==> src/rtl/ees_cfg.svh <==
`ifndef EES_CFG_SVH
`define EES_CFG_SVH

// Local clock period and the figures it turns into cycle counts
`define EES_CLK_NS 100
`define EES_GLITCH_NS 50
`define EES_FILT_CYC ((`EES_GLITCH_NS + `EES_CLK_NS - 1) / `EES_CLK_NS)
`define EES_PU_NS 1000000
`define EES_PU_CYC (`EES_PU_NS / `EES_CLK_NS)
`define EES_TWR_NS 5000000
`define EES_TWR_CYC (`EES_TWR_NS / `EES_CLK_NS)

// Widths
`define EES_CNT_W 24
`define EES_FCNT_W 4
`define EES_ADDR_W 15
`define EES_PAGE_W 6
`define EES_PAGE_BYTES (1 << `EES_PAGE_W)
`define EES_FIFO_DEPTH 4

// Filtered pin positions
`define EES_PIN_N 6
`define EES_PIN_SCL 0
`define EES_PIN_SDA 1
`define EES_PIN_A0 2
`define EES_PIN_A1 3
`define EES_PIN_A2 4
`define EES_PIN_WP 5

// Slave address byte layout
`define EES_DEV_TYPE 4'ha
`define EES_RW_BIT 0
`define EES_BIT_LAST 4'h7
`define EES_BIT_ACK 4'h8

`endif

==> src/rtl/ees_pkg.sv <==
`include "ees_cfg.svh"

package ees_pkg;
  typedef logic [`EES_ADDR_W-1:0] ees_maddr_t;
  typedef logic [7:0] ees_byte_t;
  typedef logic [`EES_CNT_W-1:0] ees_cnt_t;
  typedef logic [`EES_FCNT_W-1:0] ees_fcnt_t;
  typedef logic [`EES_PAGE_W-1:0] ees_pidx_t;

  // Transfer phase of the slave port
  typedef enum logic [2:0] {
    EES_IDLE = 3'h0,
    EES_DEV = 3'h1,
    EES_AHI = 3'h2,
    EES_ALO = 3'h3,
    EES_WDAT = 3'h4,
    EES_RDAT = 3'h5,
    EES_WAIT = 3'h6
  } ees_phase_e;

  // One filtered pin channel
  typedef struct packed {
    logic meta;
    logic sync;
    logic clean;
    ees_fcnt_t cnt;
  } ees_filt_s;

  // Whole state of the slave port
  typedef struct packed {
    ees_phase_e ph;
    logic [3:0] bitcnt;
    logic in_ack;
    logic sda_oe_n;
    logic sda_out;
    ees_byte_t sh;
    ees_maddr_t addr;
    logic [`EES_ADDR_W-`EES_PAGE_W-1:0] page_base;
    logic [`EES_PAGE_BYTES-1:0][7:0] page;
    logic [`EES_PAGE_BYTES-1:0] pvalid;
    logic wp_rej;
    logic wdirty;
    logic commit;
    ees_pidx_t cidx;
    ees_cnt_t busy_cnt;
    ees_cnt_t pu_cnt;
    logic ready;
    logic scl_p;
    logic sda_p;
    logic ow_valid;
    ees_maddr_t ow_addr;
    ees_byte_t ow_data;
  } ees_port_s;
endpackage

==> src/rtl/ees_fifo.sv <==
module ees_fifo #(
  parameter int WIDTH = 8,
  parameter int DEPTH = 4
) (
  input wire logic clk,
  input wire logic reset_n,
  input wire logic in_valid,
  output logic in_ready,
  input wire logic [WIDTH-1:0] in_data,
  output logic out_valid,
  input wire logic out_ready,
  output logic [WIDTH-1:0] out_data
);
  localparam int PW = $clog2(DEPTH);

  // Pointers carry one extra lap bit; DEPTH must be a power of two
  typedef struct packed {
    logic [DEPTH-1:0][WIDTH-1:0] mem;
    logic [PW:0] wp;
    logic [PW:0] rp;
  } ees_fifo_s;

  ees_fifo_s q; // Current state
  ees_fifo_s d; // Next state

  // Full when same slot, different lap
  assign in_ready = !((q.wp[PW] != q.rp[PW]) && (q.wp[PW-1:0] == q.rp[PW-1:0]));
  assign out_valid = (q.wp != q.rp);
  assign out_data = q.mem[q.rp[PW-1:0]];

  // Push and pop may share a cycle
  always_comb begin
    d = q;
    if (in_valid && in_ready) begin
      d.mem[q.wp[PW-1:0]] = in_data;
      d.wp = q.wp + (PW+1)'(1);
    end
    if (out_valid && out_ready) begin
      d.rp = q.rp + (PW+1)'(1);
    end
  end

  // Register the copy
  always_ff @(posedge clk or negedge reset_n) begin
    if (!reset_n) begin
      q <= '0;
    end else begin
      q <= d;
    end
  end
endmodule

==> src/rtl/ees_pin_filter.sv <==
`include "ees_cfg.svh"

module ees_pin_filter #(
  parameter int WIDTH = `EES_PIN_N,
  parameter int FILT_CYC = `EES_FILT_CYC
) (
  input wire logic clk,
  input wire logic reset_n,
  input wire logic [WIDTH-1:0] pin_raw,
  output logic [WIDTH-1:0] pin_clean
);
  import ees_pkg::*;

  ees_filt_s [WIDTH-1:0] q; // Per-channel state
  ees_filt_s [WIDTH-1:0] d; // Next state

  genvar i;
  generate
    for (i = 0; i < WIDTH; i++) begin : g_ch
      // Two-stage sync, then a level must persist before it is taken
      always_comb begin
        d[i] = q[i];
        d[i].meta = pin_raw[i];
        d[i].sync = q[i].meta;
        if (q[i].sync == q[i].clean) begin
          d[i].cnt = '0;
        end else if (q[i].cnt == ees_fcnt_t'(FILT_CYC)) begin
          // Held longer than a noise pulse can last
          d[i].clean = q[i].sync;
          d[i].cnt = '0;
        end else begin
          d[i].cnt = q[i].cnt + ees_fcnt_t'(1);
        end
      end

      // Register the channel
      always_ff @(posedge clk or negedge reset_n) begin
        if (!reset_n) begin
          q[i] <= '0;
        end else begin
          q[i] <= d[i];
        end
      end

      assign pin_clean[i] = q[i].clean;
    end
  endgenerate
endmodule

==> src/rtl/ees_slave_port.sv <==
`include "ees_cfg.svh"

module ees_slave_port #(
  parameter int PU_CYC = `EES_PU_CYC,
  parameter int TWR_CYC = `EES_TWR_CYC,
  parameter int FIFO_DEPTH = `EES_FIFO_DEPTH
) (
  input wire logic clk,
  input wire logic reset_n,
  input wire logic scl_pin,
  input wire logic sda_in,
  output logic sda_out,
  output logic sda_oe_n,
  input wire logic addr_select_bit0,
  input wire logic addr_select_bit1,
  input wire logic addr_select_bit2,
  input wire logic write_protect,
  output ees_pkg::ees_maddr_t mem_rd_addr,
  input wire ees_pkg::ees_byte_t mem_rd_data,
  output logic mem_wr_valid,
  input wire logic mem_wr_ready,
  output ees_pkg::ees_maddr_t mem_wr_addr,
  output ees_pkg::ees_byte_t mem_wr_data,
  output logic bus_ready
);
  import ees_pkg::*;

  localparam int FW = `EES_ADDR_W + 8; // Address plus data per FIFO word

  ees_port_s q; // Registered state
  ees_port_s d; // Next state

  logic [`EES_PIN_N-1:0] pin_raw; // Pins before the filter
  logic [`EES_PIN_N-1:0] pin; // Synced, de-glitched pins
  logic scl; // Filtered clock level
  logic sda; // Filtered data level
  logic scl_rise; // Clock edge events
  logic scl_fall;
  logic start_ev; // Bus conditions
  logic stop_ev;
  logic rx_ph; // Phase in which we receive bytes
  logic busy; // Internal write in progress
  logic ack; // We acknowledge this byte
  logic [2:0] dev_sel; // Address select levels
  logic push_v; // Commit offers a word
  logic fifo_in_ready; // FIFO can take a word
  logic [FW-1:0] fifo_in_data; // Word from the page buffer
  logic fifo_out_valid; // FIFO holds a word
  logic fifo_out_ready; // Output stage can take it
  logic [FW-1:0] fifo_out_data; // Word for the output stage

  // All pins go through sync and glitch filter; undriven selects and
  // protect come in low, the pull-down is resolved at the pin
  assign pin_raw = {write_protect, addr_select_bit2, addr_select_bit1,
                    addr_select_bit0, sda_in, scl_pin};

  ees_pin_filter #(
    .WIDTH(`EES_PIN_N),
    .FILT_CYC(`EES_FILT_CYC)
  ) u_filt (
    .clk(clk),
    .reset_n(reset_n),
    .pin_raw(pin_raw),
    .pin_clean(pin)
  );

  // Page words stream to the array through a small FIFO
  assign fifo_in_data = {q.page_base, q.cidx, q.page[q.cidx]};
  assign fifo_out_ready = !q.ow_valid || mem_wr_ready;

  ees_fifo #(
    .WIDTH(FW),
    .DEPTH(FIFO_DEPTH)
  ) u_fifo (
    .clk(clk),
    .reset_n(reset_n),
    .in_valid(push_v),
    .in_ready(fifo_in_ready),
    .in_data(fifo_in_data),
    .out_valid(fifo_out_valid),
    .out_ready(fifo_out_ready),
    .out_data(fifo_out_data)
  );

  // Outputs straight from the state register
  assign sda_out = q.sda_out;
  assign sda_oe_n = q.sda_oe_n;
  assign mem_rd_addr = q.addr;
  assign mem_wr_valid = q.ow_valid;
  assign mem_wr_addr = q.ow_addr;
  assign mem_wr_data = q.ow_data;
  assign bus_ready = q.ready;

  // Next-state logic for the whole port
  always_comb begin
    d = q;
    ack = 1'b0;
    push_v = 1'b0;
    scl = pin[`EES_PIN_SCL];
    sda = pin[`EES_PIN_SDA];
    dev_sel = {pin[`EES_PIN_A2], pin[`EES_PIN_A1], pin[`EES_PIN_A0]};
    scl_rise = scl && !q.scl_p;
    scl_fall = !scl && q.scl_p;
    // Only the master makes these; we just watch for them
    start_ev = q.scl_p && scl && q.sda_p && !sda;
    stop_ev = q.scl_p && scl && !q.sda_p && sda;
    rx_ph = (q.ph == EES_DEV) || (q.ph == EES_AHI) ||
            (q.ph == EES_ALO) || (q.ph == EES_WDAT);
    busy = q.commit || (q.busy_cnt != '0);
    d.scl_p = scl;
    d.sda_p = sda;

    // Power-up wait; the bus is ignored until it ends
    if (!q.ready) begin
      if (q.pu_cnt >= ees_cnt_t'(PU_CYC)) begin
        d.ready = 1'b1;
      end else begin
        d.pu_cnt = q.pu_cnt + ees_cnt_t'(1);
      end
    end

    // Write cycle timer
    if (q.busy_cnt != '0) begin
      d.busy_cnt = q.busy_cnt - ees_cnt_t'(1);
    end

    // Commit walk: offer every loaded page byte to the FIFO
    if (q.commit) begin
      push_v = q.pvalid[q.cidx];
      if (!push_v || fifo_in_ready) begin
        d.cidx = q.cidx + ees_pidx_t'(1);
        if (q.cidx == '1) begin
          d.commit = 1'b0;
          d.pvalid = '0;
        end
      end
    end

    // Output stage toward the array
    if (q.ow_valid && mem_wr_ready) begin
      d.ow_valid = 1'b0;
    end
    if (fifo_out_valid && fifo_out_ready) begin
      d.ow_valid = 1'b1;
      d.ow_addr = fifo_out_data[FW-1:8];
      d.ow_data = fifo_out_data[7:0];
    end

    // Bus protocol
    if (!q.ready) begin
      d.ph = EES_IDLE;
    end else if (stop_ev) begin
      // A loaded page starts the internal write
      if (q.wdirty) begin
        d.commit = 1'b1;
        d.cidx = '0;
        d.busy_cnt = ees_cnt_t'(TWR_CYC);
        d.wdirty = 1'b0;
      end
      d.ph = EES_IDLE;
      d.in_ack = 1'b0;
      d.sda_oe_n = 1'b1;
      d.bitcnt = '0;
      d.wp_rej = 1'b0;
    end else if (start_ev) begin
      // Also a repeated START in mid transfer
      d.ph = EES_DEV;
      d.in_ack = 1'b0;
      d.sda_oe_n = 1'b1;
      d.bitcnt = '0;
      d.wp_rej = 1'b0;
    end else if (scl_rise) begin
      if (q.ph == EES_RDAT) begin
        // Master's answer after our byte; a high level ends the read
        if (q.in_ack && sda) begin
          d.ph = EES_WAIT;
          d.in_ack = 1'b0;
        end
      end else if (rx_ph && !q.in_ack) begin
        d.sh = {q.sh[6:0], sda};
        d.bitcnt = q.bitcnt + 4'h1;
      end
    end else if (scl_fall) begin
      if (q.in_ack) begin
        // End of the 9th clock: release, then maybe start sending
        d.in_ack = 1'b0;
        d.sda_oe_n = 1'b1;
        d.bitcnt = '0;
        if (q.ph == EES_WDAT && !q.wdirty) begin
          // Protect level strobed just before the first data byte
          d.wp_rej = pin[`EES_PIN_WP];
        end
        if (q.ph == EES_RDAT) begin
          d.sh = mem_rd_data;
          d.sda_oe_n = mem_rd_data[7];
          d.addr = q.addr + ees_maddr_t'(1);
        end
      end else if (q.ph == EES_RDAT) begin
        if (q.bitcnt == `EES_BIT_LAST) begin
          // Hand the line back for the master's answer
          d.sda_oe_n = 1'b1;
          d.in_ack = 1'b1;
          d.bitcnt = `EES_BIT_ACK;
        end else begin
          // Next bit goes out after the falling edge; a one is a release
          d.sh = {q.sh[6:0], 1'b0};
          d.sda_oe_n = q.sh[6];
          d.bitcnt = q.bitcnt + 4'h1;
        end
      end else if (rx_ph && q.bitcnt == `EES_BIT_ACK) begin
        case (q.ph)
          EES_DEV: begin
            // Type, selects and no write under way
            if (q.sh[7:4] == `EES_DEV_TYPE && q.sh[3:1] == dev_sel &&
                !busy) begin
              ack = 1'b1;
              d.ph = q.sh[`EES_RW_BIT] ? EES_RDAT : EES_AHI;
            end
          end
          EES_AHI: begin
            // Top bit of the address is ignored
            ack = 1'b1;
            d.addr[`EES_ADDR_W-1:8] = q.sh[`EES_ADDR_W-9:0];
            d.ph = EES_ALO;
          end
          EES_ALO: begin
            ack = 1'b1;
            d.addr[7:0] = q.sh;
            d.page_base = {q.addr[`EES_ADDR_W-1:8], q.sh[7:`EES_PAGE_W]};
            d.ph = EES_WDAT;
          end
          EES_WDAT: begin
            // Protected writes get no acknowledge and are dropped
            if (!q.wp_rej) begin
              ack = 1'b1;
              d.page[q.addr[`EES_PAGE_W-1:0]] = q.sh;
              d.pvalid[q.addr[`EES_PAGE_W-1:0]] = 1'b1;
              d.wdirty = 1'b1;
              // Counter stays inside the page, later bytes overwrite
              d.addr[`EES_PAGE_W-1:0] = q.addr[`EES_PAGE_W-1:0] + ees_pidx_t'(1);
            end
          end
          default: begin
            ack = 1'b0;
          end
        endcase
        if (ack) begin
          // Pull low for the whole 9th clock
          d.in_ack = 1'b1;
          d.sda_oe_n = 1'b0;
        end else begin
          d.ph = EES_WAIT;
        end
      end
    end
  end

  // Register the copy; reset also stands for loss of supply
  always_ff @(posedge clk or negedge reset_n) begin
    if (!reset_n) begin
      q <= '0;
      q.sda_oe_n <= 1'b1;
    end else begin
      q <= d;
    end
  end
endmodule

==> config.mk <==
export PLATFORM = sky130hd
export DESIGN_NAME = ees_slave_port
export DESIGN_NICKNAME = d
export VERILOG_FILES = /design/src/rtl/ees_pkg.sv /design/src/rtl/ees_fifo.sv /design/src/rtl/ees_pin_filter.sv /design/src/rtl/ees_slave_port.sv
export VERILOG_INCLUDE_DIRS = /design/src /design/src/rtl
export SDC_FILE = /design/constraint.sdc
export NUM_CORES = 1
export LEC_CHECK = 0
export BUFFER_PORTS_ARGS = -buffer_cell sky130_fd_sc_hd__buf_4
export CAP_MARGIN = 20
export CORE_UTILIZATION = 41
export DETAILED_ROUTE_END_ITERATION = 7
export HOLD_SLACK_MARGIN = 0.05
export PLACE_DENSITY = 0.6
export SYNTH_ARGS = -nofsm -noshare
export SYNTH_HDL_FRONTEND = slang
export SYNTH_SLANG_ARGS = --single-unit
==> constraint.sdc <==
create_clock -name clk -period 3.35 [get_ports clk]
set_clock_uncertainty 0.2 [all_clocks]
set_input_delay 0.1675 -clock clk [delete_from_list [all_inputs] [get_ports clk]]
set_output_delay 0.1675 -clock clk [all_outputs]
set_load 0.01 [all_outputs]
==> results of run 1 <==
where the power goes:
group / leakage (nW) / switching [mW] / internal (mW)
registers: 11.6 / 0.169 / 10.3
clock network: 1.50 / 4.04 / 6.19
logic: 7.76 / 0.850 / 0.510
sequential cells by signal, indices dropped and copies added, names as in the netlist:
name              cells
bus_ready             1
fifo_in_data         15
mem_rd_addr          15
mem_wr_addr          15
mem_wr_data           8
mem_wr_valid          1
q                   645
sda_oe_n              1
u_fifo.q             98
u_filt.d              6
u_filt.pin_clean      6
u_filt.q             30
synthesized netlist by cell type (all sizes together), types with 17 or more instances:
cell type  count  share of area
dfrtp        840           0.54
mux2         623           0.18
mux4         189           0.11
nand2        141          0.014
clkbuf       115          0.011
buf          106          0.019
nor2          93          0.011
o21ai         92          0.012
a22o          58          0.013
nand3         35         0.0045
inv           33         0.0032
a21oi         32         0.0041
mux2i         32         0.0083
xnor2         30         0.0068
xor2          30         0.0068
ha            28         0.0090
a22oi         26         0.0050
nor3          20         0.0031
a21o          18         0.0035
and2          18         0.0029
nand4         18         0.0033
and3          17         0.0027
path summary, 6_finish.rpt:
| kind | end | slack [ps] | cells after the start |
|---|---|---|---|
| min | sda_oe_n$_DFFE_PN1P_ | 110 | 2 |
| max reg2reg | q[520]$_DFFE_PN0P_ | 60 | 8 |
| max | q[520]$_DFFE_PN0P_ | 60 | 8 |
| min reg2reg | u_filt.q[33]$_DFF_PN0_ | 150 | 0 |
| max in group asynchronous | q[300]$_DFFE_PN0P_ | 2270 | 3 |
| min in group clk | u_filt.q[33]$_DFF_PN0_ | 150 | 0 |
final cells by class:
class	count	area share
clock inverters	25	0.00884
inverters	33	0.00281
repair buffers	201	0.0440
multi-input cells	1609	0.372
clock buffers	135	0.0598
flip-flops and latches	841	0.477
well taps	1254	0.0355
kinds of logic (layout without fill, tap and decap cells):
family,Yosys count,count (layout),synth area share
and+or+nand+nor,420,420,0.0571
buffers and inverters,254,394,0.0329
muxes,844,844,0.299
other,1,1,0.0000968
DFF,841,841,0.543
AOI/OAI and AO/OA,256,256,0.0446
xor gates and xnor gates,60,60,0.0136
adders and majority gates,28,28,0.00905
critical path, cell delays in order, from the launching register on:
cell and delay (ps):
dfrtp_1 450, ha_1 260, nand3b_1 170, nand2_1 230
nor4_2 330, buf_4 260, and2_1 430, nand2_1 430
mux2_2 400
metrics by stage:
stage | instances | setup slack [ps] | utilization
floorplan | 2704 | 442 | -
global placement | 3914 | 85.8 | 0.437
detailed placement | 3914 | 109 | 0.437
CTS | 4098 | 72.1 | 0.472
global route | 4098 | -73.5 | 0.472
finish | 4098 | 64.9 | 0.472
cell usage in the layout (no fill, tap or decap), drive strengths merged, types with 20 or more instances in the layout:
cell         count
nor3            20
mux2           623
dfrtp          840
a21oi           32
nand2          141
xnor2           30
nor2            93
a22o            58
ha              28
buf            178
mux4           189
mux2i           32
inv             37
a22oi           26
nand3           35
xor2            30
dlygate4sd3     23
o21ai           92
clkbuf         135
per-layer routing:
| metal | up-vias | GRT usage | wire length, um |
|---|---|---|---|
| met5 | - | 0 | 0 |
| met4 | 0 | 0.0796 | 3250 |
| met3 | 182 | 0.0262 | 4160 |
| met2 | 600 | 0.340 | 47400 |
| met1 | 12500 | 0.285 | 43000 |
| li1 | 10000 | - | - |
what timing repair did:
action | in CTS | in global routing
gates resized for setup | 0 | 1
setup endpoints to repair | 0 | 45
endpoints found under the hold margin | 830 | 0
hold buffers | 24 | 0
==> results.md, run 1 <==
Detailed routing:
- The number of iterations in the first detailed-routing pass is 5.
- The post-detailed-route wirelength per cell is 23.9 um.
- The final layout contains routed wiring with a total length of 97,900 um.
- In this run the remaining antenna-violating nets after routing total 0.
- The via count is 23,300.
- In the routed design, unresolved DRC markers number 0.
- The initial detailed-routing violation count is 1,644.
- The per-cell via count in the routed design is 5.68.

Floorplan:
- The die extent in x is 309 um.
- The core region is 93,500 um2.
- The total number of placement rows is 112.
- The die is 309 um tall.
- The die outline area is 95,700 um2.
- For this configuration, the core starts out at a cell density of 0.414.
- The top-level I/O count is 59.

Pwr:
- Summed over all cells, the static leakage comes to 20.9 nW.
- The power per cell area is 500 nW/um2.
- Across the VDD grid, the largest voltage drop is 0.372 mV.
- The total design power is 22.1 mW.

Synthesis:
- The number of register bits inferred by synthesis is 841.
- The cell count after synthesis is 2,704.
- After synthesis, the netlist uses 72 different library cells.
- In the synthesized netlist the async set-or-reset flop fraction comes to 1.00.
- Each instance of the synthesized netlist takes up on average 14.3 um2.
- For this run, the number of Yosys warnings is 0.
- The synthesized area is 38,700 um2.
- The number of enable flip-flop cells after synthesis is 0.
- The number of nets in the synthesized netlist is 2,749.
- The most used flip-flop cell after synthesis is dfrtp_1.
- For this run, the register share of the synthesized area comes to 0.543.

Timing:
- The final number of hold-violating endpoints was 0.
- Based on the critical path, the design can be clocked at up to 304 MHz.
- The tightest hold path in the finished design has a slack of 106 ps.
- Headroom to the max-slew limit came out at 0.403.
- The clock period could shrink to 3290 ps.
- Setup repair after global routing could not meet its margin everywhere.
- The share of the clock period used by the worst path is 0.981.
- The final setup violation count is 0.
- Adding up every negative setup slack in the final design gives 0 ps.
- The final-report max-slew violation count was 0.
- For the pin with the worst max-slew slack, the measured transition is 895 ps.

GRT:
- The overall global routing resource usage is 0.209.
- The number of antenna violations at the first check in global routing came to 1.
- The global-route congestion overflow total is 0.
- The first global-routing pass estimated 153,000 um of wire.
- Entering global routing, the biggest net connects 91 pins.
- The number of global-route vias before repair is 24,600.

Placement:
- The total half-perimeter wirelength after legalization and detailed placement is 64,600 um.
- During placement, the flow inserted port buffers numbering 57.
- The instance area after placement is 40,900 um2.
- The congestion estimate from routability-driven global placement came to 0.869.

Cells and area:
- The antenna cell count is 0.
- The area growth from synthesis to layout is 14.0%.
- The sequential standard cell area is 21,100 um2.
- The number of inserted filler cells in the final layout is 7,985.
- The final net count is 2,819.
- The multi-input combinational cells in the finished layout cover a total of 16,400 um2.
- The finished cells cover 44,200 um2.
- In the final layout, the share of cells above drive strength 1 is 0.408.

Clock tree:
- The clock insertion delay at the later pin of the skew report is 660 ps.
- In this run the post-CTS setup repair buffer count came out at 0.
- Counting the buffers created by CTS gives 88.
- The H-tree depth is 3.
- TritonCTS built the clock tree.
- The root buffer cell is clkbuf_16.
- The number of buffers between clock root and the deepest sink is 3.
- The number of sinks handled by clock tree synthesis is 841.
- Clock-pin slew was measured on the worst setup and hold paths at 70 ps.

Worst setup path:
- The type of the worst setup path is reg2reg.
- The element type at the critical path start is a flop.
- The peak fanout along the critical path is 10.
- The arrival time of the worst setup path is 3620 ps.
- The endpoint class of the critical path is a flop.
- The launch point of the worst reg-to-reg path is u_filt.pin_clean[0]$_DFFE_PN0P_.
- In this run the worst setup path begins at u_filt.pin_clean[0]$_DFFE_PN0P_.
- At the worst endpoint, the required time is 3680 ps.

Run status:
- The run finished with clean final reports.

Run:
- Max-cap violations in this run came to 0.

Worst hold path:
- The classification of the worst-slack hold path is in2async.
Power figures use the tool's default switching activity.
==> run 2, diff against run 1 <==
- CORE_UTILIZATION: 41 -> 30
- PLACE_DENSITY: 0.6 -> 0.48
- TNS_END_PERCENT: default -> 100
==> results.md, run 2 (synthesis gave the netlist of run 1 again) <==
Run status:
- The flow ran to the end, and the final reports show no timing, DRC or antenna violations.

Placement:
- The number of I/O port buffers is 57 (unchanged).
- The total placed cells including tap cells is 4,335 (+11%).
- The global placer's final weighted congestion was 0.814 (-6.3%).
- The total half-perimeter wirelength after legalization and detailed placement was 68,100 um (+5.4%).
- The instance area after placement is 41,500 um2 (+1.6%).

Timing:
- The highest attainable clock frequency is 303 MHz (-0.32%).
- The final setup violation count came to 0 (unchanged).
- Setup repair after global routing left no endpoint under its margin.
- The relative slew slack is 0.351 (-0.0529).
- The share of the clock period used by the worst path is 0.984 (+0.00314).
- The transition time of the tightest slew-check pin is 974 ps (+79.4 ps).
- The final critical path time including I/O delays and setup is 3300 ps (+10.5 ps).
- The final-report max-slew violation count is 0 (unchanged).
- The post-route setup TNS is 0 ps (unchanged).
- The final number of hold-violating endpoints is 0 (unchanged).
- The worst hold slack after final layout was 126 ps (+19.7 ps).

Worst setup path:
- The critical path's largest stage delay was 590 ps (+140 ps).
- In this run the worst setup path begins at fifo_in_data[8]$_DFF_PN0_.
- The peak fanout along the critical path is 13 (+3).
- The endpoint class of the critical path is a flop.
- Walking the worst path, the cells encountered are buf_4, buf_12, mux4_2, mux4_2, a22oi_1, buf_4, nand2_1, mux2_2.
- On the critical path, the stage with the largest delay is an instance of dfrtp_4.
- The setup path with the least slack is of type reg2reg.
- The required time of the worst setup path is 3700 ps (+20 ps).
- STA classifies the critical path startpoint as a flop.
- The startpoint identified for the worst register-to-register timing path is fifo_in_data[8]$_DFF_PN0_.
- The cell count along the critical path came to 8 (unchanged).
- The total buffers and inverters traversed by the critical path is 3 (+2).
- The arrival time of the worst setup path is 3650 ps (+30 ps).
- Broken down by cell family, the worst path's largest delay share belongs to multiplexers.
- The worst reg-to-reg path cell count came to 8 (unchanged).

Clock tree:
- The CTS clock-pin slew for the worst setup and hold paths is 60 ps (about the same).
- The number of sinks handled by clock tree synthesis is 841 (unchanged).
- The number of CTS-inserted buffers is 93 (+5.7%).
- The CTS tree is done.
- The clock insertion delay at the later pin of the skew report is 680 ps (+20 ps).
- The number of buffers between clock root and the deepest sink came to 3 (unchanged).
- The cell sitting at the root of the clock tree is a clkbuf_16.
- The H-tree depth is 3 (unchanged).

GRT:
- The overall global routing resource usage is 0.163 (-0.0461).
- The number of global-route vias before repair was 25,200 (+2.2%).
- The layer with the highest usage is met2.
- The global-route track usage on met1 is 0.222 (-0.0629).
- The number of antenna violations at the first check in global routing came to 3 (+2).
- The global-route congestion overflow total is 0 (unchanged).
- The met2 track demand over resource in global routing is 0.264 (-0.0766).
- The global-route wire length before repair is 162,000 um (+6.5%).
- The met3 global-route usage is 0.0259 (-0.000298).
- The maximum number of pins on one net before global-route repair is 74 (-19%).

Floorplan:
- The die outline area is 131,000 um2 (+36%).
- The die extent in x is 361 um (+17%).
- The die span in y is 361 um (+17%).
- The initial standard-cell utilization of the core is 0.303 (-0.111).
- The top-level I/O count is 59 (unchanged).
- The placeable core region was 128,000 um2 (+37%).
- The total number of placement rows came to 131 (+17%).

Cells and area:
- The final net count is 2,842 (+0.82%).
- Leaving out fill and tap cells, the most frequent cell in the layout is dfrtp_1.
- Leaving out fill and tap cells, the most frequent cells in the layout are dfrtp_1, mux2_2, mux4_2.
- Counting flops per register, the top entry is q.
- The area growth from synthesis to layout is 16.3%.
- The fraction of layout instances using a drive strength above 1 was 0.420 (+0.0121).
- The flip-flop count of the largest register after layout is 645 (unchanged).
- The non-filler instance count after layout came to 4,537 (+11%).
- In the final layout, the registers with the most flip-flops are q x645, u_fifo.q x98, u_filt.q x30.
- The final design instance area without fill was 45,000 um2 (+2.0%).

Detailed routing:
- The post-detailed-route wirelength per cell is 23.0 um (-3.6%).
- The total length of routed wires is 104,000 um (+6.7%).
- The per-cell via count in the routed design was 5.12 (-9.8%).
- The post-route DRC violation count came to 0 (unchanged).
- The number of iterations in the first detailed-routing pass is 5 (unchanged).
- The initial detailed-routing violation count is 1,475 (-10%).
- The remaining number of nets flagged by the antenna check after routing is 0 (unchanged).
- The via count is 23,200 (-0.18%).

Pwr:
- The worst-case vdd ir drop is 0.329 mV (-12%).
- The reported leakage power is 21.1 nW (+0.86%).
- The power per cell area is 497 nW/um2 (-0.65%).

Worst hold path:
- The worst hold path was traced through 0 stages.
- The start point of the worst min-delay path is u_filt.d[19]$_DFF_PN0_.
- The tightest min-delay check is of the reg2reg type.

Run:
- The number of max-cap violations is 0 (unchanged).
==> run 2: per-stage QoR <==
| stage | setup WS, ps | util | total power, mW |
|---|---|---|---|
| floorplan | 442 | - | 11.5 |
| global placement | -14.5 | 0.325 | 12.0 |
| detailed placement | -58.6 | 0.325 | 12.1 |
| CTS | 2.13 | 0.352 | 22.7 |
| global route | 2.29 | 0.352 | 23.3 |
| finish | 54.3 | 0.352 | 22.4 |
==> run 2: timing repair <==
item | 4_1_cts | 5_1_grt
buffers inserted | 4 | 1
hold buffers | 24 | 0
endpoints found under the hold margin | 542 | 0
gates resized for setup | 2 | 6
endpoints found under the setup margin | 44 | 99
==> run 2: final cells by class <==
cell class              instances  area, um2
diodes                          1       2.50
clock buffers                 140       2870
clock inverters                32        308
fillers                     12200      82800
inverters                      33        124
multi-input cells            1609      16400
flip-flops and latches        841      21100
well taps                    1662       2080
repair buffers                219       2140
==> run 2: layer usage <==
| layer | routed length, um | vias to the layer above |
|---|---|---|
| met1 | 47300 | 12600 |
| met4 | 2620 | 2 |
| met5 | 13 | - |
| met3 | 4190 | 140 |
| li1 | - | 10100 |
| met2 | 50300 | 411 |
==> run 2: final timing paths <==
kind	to	slack, ps
worst min-delay path	u_filt.q[19]$_DFF_PN0_	130
worst max-delay path	u_fifo.q[35]$_DFFE_PN0P_	50
max in group asynchronous	q[392]$_DFFE_PN0P_	2290
worst max register to register	u_fifo.q[35]$_DFFE_PN0P_	50
worst min register to register	u_filt.q[19]$_DFF_PN0_	130
min in group asynchronous	u_fifo.q[26]$_DFFE_PN0P_	190
==> run 2: worst register-to-register path: cells and delay by family (launching register included) <==
family	cells	cell delay, ps
buffers and inverters	3	530
AO/OA/AOI/OAI	1	400
flip-flops	1	590
multiplexers	3	1370
AND/OR/NAND/NOR	1	90
==> run 2: where the power goes <==
part           internal (mW)  leakage (nW)  switching (mW)
combinational          0.517          7.88           0.900
sequential              10.3          11.6           0.160
clock                   6.22          1.56            4.26
